==> config.mk <==
export PLATFORM = sky130hd
export DESIGN_NAME = timer_mode_ctl
export DESIGN_NICKNAME = d
export VERILOG_FILES = /design/src/timer_mode_pkg.sv /design/src/pin_ctl_if.sv /design/src/timer_mode_ctl.sv /design/src/sync_two.sv /design/src/pin_unit.sv
export VERILOG_INCLUDE_DIRS = /design/src
export SDC_FILE = /design/constraint.sdc
export NUM_CORES = 1
export LEC_CHECK = 0
export BUFFER_PORTS_ARGS = -buffer_cell sky130_fd_sc_hd__buf_4
export CAP_MARGIN = 10
export CORE_MARGIN = 5
export CORE_UTILIZATION = 30
export CTS_CLUSTER_DIAMETER = 50
export DETAILED_ROUTE_END_ITERATION = 8
export GPL_ROUTABILITY_DRIVEN = 0
export SLEW_MARGIN = 20
export SYNTH_ARGS = -nofsm -noshare
export SYNTH_HDL_FRONTEND = slang
export SYNTH_HIERARCHICAL = 1
export SYNTH_SLANG_ARGS = --single-unit
==> constraint.sdc <==
create_clock -name mclk -period 3.9 [get_ports mclk]
set_clock_uncertainty 0.15 [all_clocks]
set_input_delay 0.78 -clock mclk [delete_from_list [all_inputs] [get_ports mclk]]
set_output_delay 0.78 -clock mclk [all_outputs]
set_load 0.05 [all_outputs]
==> src/timer_mode_regs.svh <==
`ifndef TIMER_MODE_REGS_SVH
`define TIMER_MODE_REGS_SVH

// Register byte offsets
`define CH0_MODE_OFF      8'h00
`define CH1_MODE_OFF      8'h04
`define CH2_MODE_OFF      8'h08
`define CH0_PIN_HIGH_OFF  8'h0C
`define CH0_PIN_LOW_OFF   8'h10
`define CH1_PIN_OFF       8'h14
`define CH2_PIN_OFF       8'h18
`define START_OFF         8'h1C
`define PRESC1_OFF        8'h20

// Reset values
`define MODE_RESET        8'hC0
`define PIN_CTL_RESET     8'h00
`define START_RESET       3'h0
`define PRESC_RESET       3'h0

// Field positions and codes
`define MODE_FIXED_ONES   2'h3
`define BUF_B_BIT         5
`define BUF_A_BIT         4
`define PRESC_UNDIVIDED   3'h0

`endif

==> src/timer_mode_pkg.sv <==
package timer_mode_pkg;

  typedef enum logic [2:0] {
    MODE_NORMAL,
    MODE_PWM1,
    MODE_PWM2,
    MODE_PHASE1,
    MODE_PHASE2,
    MODE_PHASE3,
    MODE_PHASE4
  } op_mode_type;

endpackage

==> src/pin_ctl_if.sv <==
`timescale 1ns/1ps
interface pin_ctl_if;
  logic [3:0] func;
  logic       active;
  logic       running;
  logic       pwm2;
  logic       match;
  logic       clear;
  logic       cnt_event;
  logic       pin_in;
  logic       pin_out;
  logic       pin_oe_n;
  logic       capture;

  modport ctl (output func, active, running, pwm2, match, clear,
               cnt_event, pin_in, input pin_out, pin_oe_n, capture);
  modport unit (input func, active, running, pwm2, match, clear,
                cnt_event, pin_in, output pin_out, pin_oe_n, capture);
endinterface

==> src/timer_mode_ctl.sv <==
`timescale 1ns/1ps
`include "timer_mode_regs.svh"
module timer_mode_ctl (
  // Clock and reset
  input  wire logic        mclk,
  input  wire logic        nrst,
  input  wire logic        hw_standby,
  // APB slave
  input  wire logic        psel,
  input  wire logic        penable,
  input  wire logic        pwrite,
  input  wire logic [7:0]  paddr,
  input  wire logic [31:0] pwdata,
  output logic      [31:0] prdata,
  output logic             pready,
  output logic             pslverr,
  // Counter events, index order ch0 A B C D, ch1 A B, ch2 A B
  input  wire logic [7:0]  cmp_match,
  input  wire logic [2:0]  cnt_clear,
  input  wire logic        chan1_count_pulse,
  // Pins
  input  wire logic [7:0]  cap_pin,
  output logic      [7:0]  pin_out,
  output logic      [7:0]  pin_oe_n,
  output logic      [7:0]  capture,
  // Mode outputs for the counters
  output timer_mode_pkg::op_mode_type ch0_mode,
  output timer_mode_pkg::op_mode_type ch1_mode,
  output timer_mode_pkg::op_mode_type ch2_mode,
  output logic             buffer_a_enable,
  output logic             buffer_b_enable,
  output logic      [2:0]  counter_start_bit,
  output logic      [2:0]  prescaler_select
);

  logic       rst_meta_reg;
  logic       rst_n;
  logic [8:0] sync_out;
  logic [7:0] pin_sync;
  logic       standby_s;
  logic [7:0] ch0_mode_reg;
  logic [7:0] ch1_mode_reg;
  logic [7:0] ch2_mode_reg;
  logic [7:0] ch0_pin_high_reg;
  logic [7:0] ch0_pin_low_reg;
  logic [7:0] ch1_pin_reg;
  logic [7:0] ch2_pin_reg;
  logic [2:0] start_reg;
  logic [2:0] presc_reg;
  logic       wr_en;
  logic       setup;
  logic [7:0] read_next;
  logic [3:0] func_sel [8];
  logic [7:0] active_sel;
  logic       count_source;

  function automatic timer_mode_pkg::op_mode_type decode_mode(
    input logic [3:0] f
  );
    case (f)
      4'h2:    decode_mode = timer_mode_pkg::MODE_PWM1;
      4'h3:    decode_mode = timer_mode_pkg::MODE_PWM2;
      4'h4:    decode_mode = timer_mode_pkg::MODE_PHASE1;
      4'h5:    decode_mode = timer_mode_pkg::MODE_PHASE2;
      4'h6:    decode_mode = timer_mode_pkg::MODE_PHASE3;
      4'h7:    decode_mode = timer_mode_pkg::MODE_PHASE4;
      default: decode_mode = timer_mode_pkg::MODE_NORMAL;
    endcase
  endfunction

  function automatic logic mapped(input logic [7:0] a);
    case (a)
      `CH0_MODE_OFF, `CH1_MODE_OFF, `CH2_MODE_OFF,
      `CH0_PIN_HIGH_OFF, `CH0_PIN_LOW_OFF, `CH1_PIN_OFF,
      `CH2_PIN_OFF, `START_OFF, `PRESC1_OFF: mapped = 1'b1;
      default: mapped = 1'b0;
    endcase
  endfunction

  function automatic logic [1:0] chan_of(input int idx);
    chan_of = (idx < 4) ? 2'h0 : ((idx < 6) ? 2'h1 : 2'h2);
  endfunction

  // Asynchronous assert, synchronous release
  always_ff @(posedge mclk or negedge nrst)
  begin
    if (!nrst)
    begin
      rst_meta_reg <= 1'b0;
      rst_n        <= 1'b0;
    end
    else
    begin
      rst_meta_reg <= 1'b1;
      rst_n        <= rst_meta_reg;
    end
  end

  sync_two #(
    .WIDTH (9)
  ) u_sync (
    .mclk  (mclk),
    .rst_n (rst_n),
    .din   ({hw_standby, cap_pin}),
    .dout  (sync_out)
  );

  assign pin_sync  = sync_out[7:0];
  assign standby_s = sync_out[8];

  // Zero wait states; read data latched in the setup cycle
  assign setup   = psel && !penable;
  assign wr_en   = psel && penable && pwrite && mapped(paddr);
  assign pready  = 1'b1;
  assign pslverr = psel && penable && !mapped(paddr);

  always_comb
  begin
    read_next = 8'h00;
    case (paddr)
      `CH0_MODE_OFF:     read_next = ch0_mode_reg;
      `CH1_MODE_OFF:     read_next = ch1_mode_reg;
      `CH2_MODE_OFF:     read_next = ch2_mode_reg;
      `CH0_PIN_HIGH_OFF: read_next = ch0_pin_high_reg;
      `CH0_PIN_LOW_OFF:  read_next = ch0_pin_low_reg;
      `CH1_PIN_OFF:      read_next = ch1_pin_reg;
      `CH2_PIN_OFF:      read_next = ch2_pin_reg;
      `START_OFF:        read_next = {5'h00, start_reg};
      `PRESC1_OFF:       read_next = {5'h00, presc_reg};
      default:           read_next = 8'h00;
    endcase
  end

  always_ff @(posedge mclk or negedge rst_n)
  begin
    if (!rst_n)
      prdata <= 32'h0000_0000;
    else if (setup && !pwrite)
      prdata <= {24'h00_0000, read_next};
  end

  // Mode registers; fixed bits are rebuilt on every write
  always_ff @(posedge mclk or negedge rst_n)
  begin
    if (!rst_n)
    begin
      ch0_mode_reg <= `MODE_RESET;
      ch1_mode_reg <= `MODE_RESET;
      ch2_mode_reg <= `MODE_RESET;
    end
    else if (standby_s)
    begin
      ch0_mode_reg <= `MODE_RESET;
      ch1_mode_reg <= `MODE_RESET;
      ch2_mode_reg <= `MODE_RESET;
    end
    else if (wr_en)
    begin
      case (paddr)
        `CH0_MODE_OFF:
          ch0_mode_reg <= {`MODE_FIXED_ONES, pwdata[5:0]};
        `CH1_MODE_OFF:
          ch1_mode_reg <= {`MODE_FIXED_ONES, 2'h0, pwdata[3:0]};
        `CH2_MODE_OFF:
          ch2_mode_reg <= {`MODE_FIXED_ONES, 2'h0, pwdata[3:0]};
        default:
          ch0_mode_reg <= ch0_mode_reg;
      endcase
    end
  end

  // Pin control registers
  always_ff @(posedge mclk or negedge rst_n)
  begin
    if (!rst_n)
    begin
      ch0_pin_high_reg <= `PIN_CTL_RESET;
      ch0_pin_low_reg  <= `PIN_CTL_RESET;
      ch1_pin_reg      <= `PIN_CTL_RESET;
      ch2_pin_reg      <= `PIN_CTL_RESET;
    end
    else if (standby_s)
    begin
      ch0_pin_high_reg <= `PIN_CTL_RESET;
      ch0_pin_low_reg  <= `PIN_CTL_RESET;
      ch1_pin_reg      <= `PIN_CTL_RESET;
      ch2_pin_reg      <= `PIN_CTL_RESET;
    end
    else if (wr_en)
    begin
      case (paddr)
        `CH0_PIN_HIGH_OFF: ch0_pin_high_reg <= pwdata[7:0];
        `CH0_PIN_LOW_OFF:  ch0_pin_low_reg  <= pwdata[7:0];
        `CH1_PIN_OFF:      ch1_pin_reg      <= pwdata[7:0];
        `CH2_PIN_OFF:      ch2_pin_reg      <= pwdata[7:0];
        default:           ch1_pin_reg      <= ch1_pin_reg;
      endcase
    end
  end

  // Start bits and channel 1 prescaler select
  always_ff @(posedge mclk or negedge rst_n)
  begin
    if (!rst_n)
    begin
      start_reg <= `START_RESET;
      presc_reg <= `PRESC_RESET;
    end
    else if (standby_s)
    begin
      start_reg <= `START_RESET;
      presc_reg <= `PRESC_RESET;
    end
    else if (wr_en && paddr == `START_OFF)
      start_reg <= pwdata[2:0];
    else if (wr_en && paddr == `PRESC1_OFF)
      presc_reg <= pwdata[2:0];
  end

  // Phase modes on channels 0 and 2 are stored as written and decoded
  // as given; software is expected to keep them out.
  assign ch0_mode          = decode_mode(ch0_mode_reg[3:0]);
  assign ch1_mode          = decode_mode(ch1_mode_reg[3:0]);
  assign ch2_mode          = decode_mode(ch2_mode_reg[3:0]);
  assign buffer_a_enable   = ch0_mode_reg[`BUF_A_BIT];
  assign buffer_b_enable   = ch0_mode_reg[`BUF_B_BIT];
  assign counter_start_bit = start_reg;
  assign prescaler_select  = presc_reg;

  // Field routing: high nibble B or D, low nibble A or C
  always_comb
  begin
    func_sel[0] = ch0_pin_high_reg[3:0];
    func_sel[1] = ch0_pin_high_reg[7:4];
    func_sel[2] = ch0_pin_low_reg[3:0];
    func_sel[3] = ch0_pin_low_reg[7:4];
    func_sel[4] = ch1_pin_reg[3:0];
    func_sel[5] = ch1_pin_reg[7:4];
    func_sel[6] = ch2_pin_reg[3:0];
    func_sel[7] = ch2_pin_reg[7:4];
  end

  // A buffering C or D drives nothing and captures nothing
  assign active_sel = {4'hF, ~buffer_b_enable,
                       ~buffer_a_enable, 2'h3};

  // Field of a buffering register is masked, not ignored: it still sets the pin level
  logic [7:0] active_fin;
  assign active_fin = active_sel;

  // Undivided channel 1 clock gives no count capture
  assign count_source = chan1_count_pulse &&
                        (presc_reg != `PRESC_UNDIVIDED);

  timer_mode_pkg::op_mode_type mode_of [3];
  assign mode_of[0] = ch0_mode;
  assign mode_of[1] = ch1_mode;
  assign mode_of[2] = ch2_mode;

  for (genvar g = 0; g < 8; g++)
  begin : gen_pin
    pin_ctl_if pc ();

    assign pc.func      = func_sel[g];
    assign pc.active    = active_fin[g];
    assign pc.running   = start_reg[chan_of(g)];
    assign pc.pwm2      = mode_of[chan_of(g)] ==
                          timer_mode_pkg::MODE_PWM2;
    assign pc.match     = cmp_match[g];
    assign pc.clear     = cnt_clear[chan_of(g)];
    assign pc.cnt_event = count_source;
    assign pc.pin_in    = pin_sync[g];
    assign pin_out[g]   = pc.pin_out;
    assign pin_oe_n[g]  = pc.pin_oe_n;
    assign capture[g]   = pc.capture;

    // Capture codes are only defined for channel 0
    pin_unit #(
      .ALLOW_CAPTURE (g < 4)
    ) u_pin (
      .mclk  (mclk),
      .rst_n (rst_n),
      .pc    (pc.unit)
    );
  end
endmodule

==> src/sync_two.sv <==
`timescale 1ns/1ps
module sync_two #(
  parameter int WIDTH = 1
) (
  // Clock and reset
  input  wire logic             mclk,
  input  wire logic             rst_n,
  // Data
  input  wire logic [WIDTH-1:0] din,
  output logic      [WIDTH-1:0] dout
);
  logic [WIDTH-1:0] first_reg;

  always_ff @(posedge mclk or negedge rst_n)
  begin
    if (!rst_n)
    begin
      first_reg <= '0;
      dout      <= '0;
    end
    else
    begin
      first_reg <= din;
      dout      <= first_reg;
    end
  end
endmodule

==> src/pin_unit.sv <==
`timescale 1ns/1ps
module pin_unit #(
  parameter bit ALLOW_CAPTURE = 1'b1
) (
  // Clock and reset
  input  wire logic mclk,
  input  wire logic rst_n,
  // Control and pin
  pin_ctl_if.unit   pc
);
  logic out_en;
  logic pin_prev_reg;
  logic cap_next;

  assign out_en = pc.active && !pc.func[3] && (pc.func[1:0] != 2'h0);

  always_ff @(posedge mclk or negedge rst_n)
  begin
    if (!rst_n)
      pc.pin_oe_n <= 1'b1;
    else
      pc.pin_oe_n <= !out_en;
  end

  // Level tracks the initial code until the counter runs
  always_ff @(posedge mclk or negedge rst_n)
  begin
    if (!rst_n)
      pc.pin_out <= 1'b0;
    else if (!pc.running)
      pc.pin_out <= pc.func[2];
    else if (pc.pwm2 && pc.clear)
      pc.pin_out <= pc.func[2];
    else if (out_en && pc.match)
    begin
      case (pc.func[1:0])
        2'h1:    pc.pin_out <= 1'b0;
        2'h2:    pc.pin_out <= 1'b1;
        2'h3:    pc.pin_out <= !pc.pin_out;
        default: pc.pin_out <= pc.pin_out;
      endcase
    end
  end

  always_comb
  begin
    cap_next = 1'b0;
    if (ALLOW_CAPTURE && pc.active && pc.func[3])
    begin
      if (pc.func[2])
        cap_next = pc.cnt_event;
      else if (pc.func[1])
        cap_next = pc.pin_in != pin_prev_reg;
      else if (pc.func[0])
        cap_next = pin_prev_reg && !pc.pin_in;
      else
        cap_next = !pin_prev_reg && pc.pin_in;
    end
  end

  always_ff @(posedge mclk or negedge rst_n)
  begin
    if (!rst_n)
    begin
      pin_prev_reg <= 1'b0;
      pc.capture   <= 1'b0;
    end
    else
    begin
      pin_prev_reg <= pc.pin_in;
      pc.capture   <= cap_next;
    end
  end
endmodule

==> out/qor.yml, run 1 <==
vias_per_cell: 4.82
drv_slew: 0
grt_pass1_vias: 4009
ios: 141
vias: 3912
layout-drive-gt1-share_pct: 27.1
post-place-cells: 795
instances_no_fill: 811
ir_worst_vdd_mv: 0.195
antenna_found_initial: 0
max_clock_freq_mhz: 377
dr.pass1.iters: 7
timing.rr.start: "ch0_pin_high_reg[0]"
worst_pin_slew_ps: 938
netlist_instances: 523
grt_max_degree: 70
hpwl_um: 10700
r2r_cells: 4
drv_cap: 0
timing.final.hold_violations: 0
arrival_ps: 1720
initial_core_util_pct: 30.4
wl_um: 14200
period_needed_ps: 2650
leakagePower_nw: 3.20
status: "finished clean"
diodes: 0
rrSetupSlack_ps: 2240
drc: 0
cts_hold_buf: 0
port_buffers: 83
setup_violations: 0
grt_overflow: 0
cts_buffer_depth: 2
ctsResizeCount: 0
syn_area_um2: 5420
routedWlPerCell_um: 17.6
finalCritPeriodShare_pct: 68.1
pre_cts_ws_ps: 1200
final_common_cell: "dfrtp_1"
row_count: 49
numCtsBuffers: 9
slew_headroom_pct: 37.5
start_kind: "input port"
rsz0062_at_grt: "no"
avgSynthCellArea_um2: 10.4
cellPowerDensity_nw_per_um2: 339
path_max_fanout: 17
grt_use_total_pct: 14.1
layout_common_cells: "dfrtp_1, buf_4, nor2_1"
die-width_um: 144
insertion_delay_ps: 340
die_h_um: 144
end_kind: "output port"
required_ps: 2970
drtIter0Drc: 192
coreArea_um2: 17800
area_growth_pct: 16.3
whs_ps: 56.4
dieArea_um2: 20800
antenna_left: 0
ys.warnings.count: 6
critical_path_class: "input port to output port"
setup_tns_ps: 0
finish.utilization_pct: 35.3
cts_sinks: 96
grt_pass1_wl_um: 22600
min_path_type: "input port to asynchronous set/reset pin"
setup_ws_ps: 1250
worstReg2RegEnd: "prdata[0]"
root_buffer: "clkbuf_16"
htree_num_levels: 3
cts_tree: "built"
clkTransAtPathRegs_ps: 60
post_cts_buffers: 0
nets: 651
-- routing by layer --
metal	up-vias	part of all wire, %	track usage [%]	wire, um
li1	1844	-	-	-
met1	1941	44	18.5	6290
met2	111	49	22.6	6970
met3	16	5.2	3.11	747
met4	0	1.6	5.40	231
met5	-	0	0	0
-- worst max-delay path by stage --
stage,from,end,slack [ps],cells past startpoint
finish,paddr[2],pslverr,1250,4
global route,paddr[2],pslverr,1180,4
CTS,paddr[2],pslverr,1240,4
detailed placement,paddr[7],ch2_pin_reg[1],1200,5
global placement,paddr[2],pslverr,1240,4
floorplan,rst_n,ch0_mode_reg[0],890,0
-- power breakdown --
| part | total (mW) | internal, mW | switching, mW | leakage, nW |
|---|---|---|---|---|
| Sequential | 1.02 | 1.00 | 0.0180 | 1.28 |
| Combinational | 0.187 | 0.0473 | 0.140 | 1.77 |
| Clock | 0.926 | 0.550 | 0.376 | 0.155 |
-- stage by stage --
step	total power [mW]	cell area, um^2
floorplan	1.19	5540
global placement	1.23	5980
detailed placement	1.23	5980
CTS	2.16	6300
global route	2.22	6300
finish	2.14	6300
-- worst max-delay path: stages --
cell and delay, ps:
buf_4 200, o31ai_1 390, a21oi_1 130, buf_4 210
-- area by class of cell --
cell class / count / area [um^2]
fill: 1782 / 11500
multi-input combinational: 358 / 2530
sequential: 96 / 2420
timing repair buffer: 86 / 646
tap: 229 / 287
clock buffer: 12 / 267
inverter: 26 / 97.6
clock inverter: 4 / 51.3
(Power assumes the default switching activity.)
==> run 2, diff against run 1 <==
Clock period 3.9 ns to 2.2 ns, I/O delays scaled along.
==> run 2 against run 1 <==
Compared with the run above:
- wire length grew 0.18%
- utilization grew 0.39 points
- worst setup slack lost 1100 ps
- register-to-register slack lost 1700 ps
- critical endpoint is now ch0_mode[1]
==> out/qor.yml, run 2 (synthesis gave the netlist of run 1 again) <==
slew_headroom_pct: 62.3  # was 37.5%
ctsResizeCount: 0  # unchanged
finalCritPeriodShare_pct: 94.5
max_clock_freq_mhz: 481
drc: 0  # unchanged
row_count: 49  # unchanged
ir_worst_vdd_mv: 0.378  # was 0.195 mV
cellPowerDensity_nw_per_um2: 584  # was 339 nW/um^2
min_path_cells: 1
routedWlPerCell_um: 17.4  # was 17.6 um
place_area_um2: 6060  # was 5980 um^2
vias: 3901  # was 3912
grt_use_total_pct: 13.9  # was 14.1%
cts_tree: "built"  # unchanged
vias_per_cell: 4.76  # was 4.82
period_needed_ps: 2080
numCtsBuffers: 9  # unchanged
final-seq-area_um2: 2420  # unchanged
worst-path-buf-inv: 1  # was 2
htree_num_levels: 3  # unchanged
port_buffers: 83  # unchanged
critical_path_class: "flip-flop to output port"  # was input port to output port
cts_hold_buf: 1  # was 0
grt_pass1_wl_um: 22100  # was 22600 um
grt_overflow: 0  # unchanged
insertion_delay_ps: 350  # was 340 ps
post_cts_buffers: 0  # unchanged
multi_input_area_um2: 2530  # unchanged
rsz0062_at_grt: "no"  # unchanged
dieArea_um2: 20800  # unchanged
drv_cap: 0  # unchanged
final_common_cell: "buf_4"  # was dfrtp_1
leakagePower_nw: 3.24  # was 3.20 nW
cts_buffer_depth: 2  # unchanged
diodes: 0  # unchanged
final_cell_area_um2: 6370  # was 6300 um^2
dr.pass1.iters: 4  # was 7
layout_common_cells: "buf_4, dfrtp_1, nor2_1"  # was dfrtp_1, buf_4, nor2_1
coreArea_um2: 17800  # unchanged
required_ps: 1610  # was 2970 ps
wl_um: 14300  # was 14200 um
drv_slew: 0  # unchanged
max_stage_delay_ps: 420  # was 390 ps
clkTransAtPathRegs_ps: 60  # about the same
grt_max_degree: 53  # was 70
nets: 660  # was 651
antenna_found_initial: 0  # unchanged
die-width_um: 144  # unchanged
initial_core_util_pct: 30.4  # unchanged
die_h_um: 144  # unchanged
timing.final.hold_violations: 0  # unchanged
status: "finished clean"  # unchanged
worst_pin_slew_ps: 565  # was 938 ps
area_growth_pct: 17.6  # was 16.3%
cts_sinks: 96  # unchanged
arrival_ps: 1490  # was 1720 ps
r2r_cells: 4  # unchanged
antenna_left: 0  # unchanged
cp_top_family: "flip-flops"  # was compound AO/OA/AOI/OAI gates
end_kind: "output port"  # unchanged
drtIter0Drc: 221  # was 192
min_path_type: "input port to flip-flop"  # was input port to asynchronous set/reset pin
ios: 141  # unchanged
grt_pass1_vias: 3917  # was 4009
layout-drive-gt1-share_pct: 27.6  # was 27.1%
setup_tns_ps: 0  # unchanged
hpwl_um: 11000  # was 10700 um
fillerInstances: 1748  # was 1782
root_buffer: "clkbuf_16"  # unchanged
setup_violations: 0  # unchanged
crit_chain: "nor2_1 > nand2_1 > a21oi_1 > buf_4"  # was buf_4 > o31ai_1 > a21oi_1 > buf_4
crit_cells: 4  # unchanged
path_max_fanout: 5  # was 17
start_kind: "flip-flop"  # was input port
critPathSlowestCell: "dfrtp_1"  # was o31ai_1
==> run 2: worst paths after layout <==
check	from	endpoint	slack, ps
max	ch0_mode_reg[1]	ch0_mode[1]	120
min	cap_pin[0]	u_sync/first_reg[0]	40
max reg2reg	ch0_pin_high_reg[0]	prdata[0]	580
min reg2reg	rst_n	u_sync/first_reg[1]	120
max in group asynchronous	rst_n	gen_pin[2].u_pin/pc.pin_oe_n	1160
min in group asynchronous	rst_n	u_sync/first_reg[1]	120
==> run 2: power breakdown <==
part | internal (mW) | leakage (nW) | switching [mW] | total, mW
combinational | 0.0982 | 1.82 | 0.265 | 0.363
clock | 0.911 | 0.140 | 0.645 | 1.56
sequential | 1.78 | 1.28 | 0.0184 | 1.80
total | 2.79 | 3.24 | 0.929 | 3.72
==> run 2: per-stage QoR <==
step                instances  util, %  total power [mW]  hold slack [ps]  setup WS [ps]
global placement          803     34.0              2.19             73.1            131
global route              820     35.7              3.87             31.6           14.9
detailed placement        803     34.0              2.19             76.3            103
CTS                       820     35.7              3.77             29.4            118
finish                    820     35.7              3.72             43.1            121
floorplan                 555        -              2.11            -5.59           16.6
==> run 2: final cells by class <==
type | count | area share [%]
Timing Repair Buffer | 95 | 11.6
Clock inverter | 3 | 0.668
Tap cell | 229 | 4.50
Clock buffer | 13 | 3.93
Multi-Input combinational cell | 358 | 39.8
Sequential cell | 96 | 38.0
Inverter | 26 | 1.53
==> run 2: routing by layer <==
layer / global-route usage [%] / share of wire (%)
met1: 17.4 / 43
met2: 22.2 / 49
met3: 3.77 / 5.8
met4: 6.63 / 2.9
met5: 0 / 0
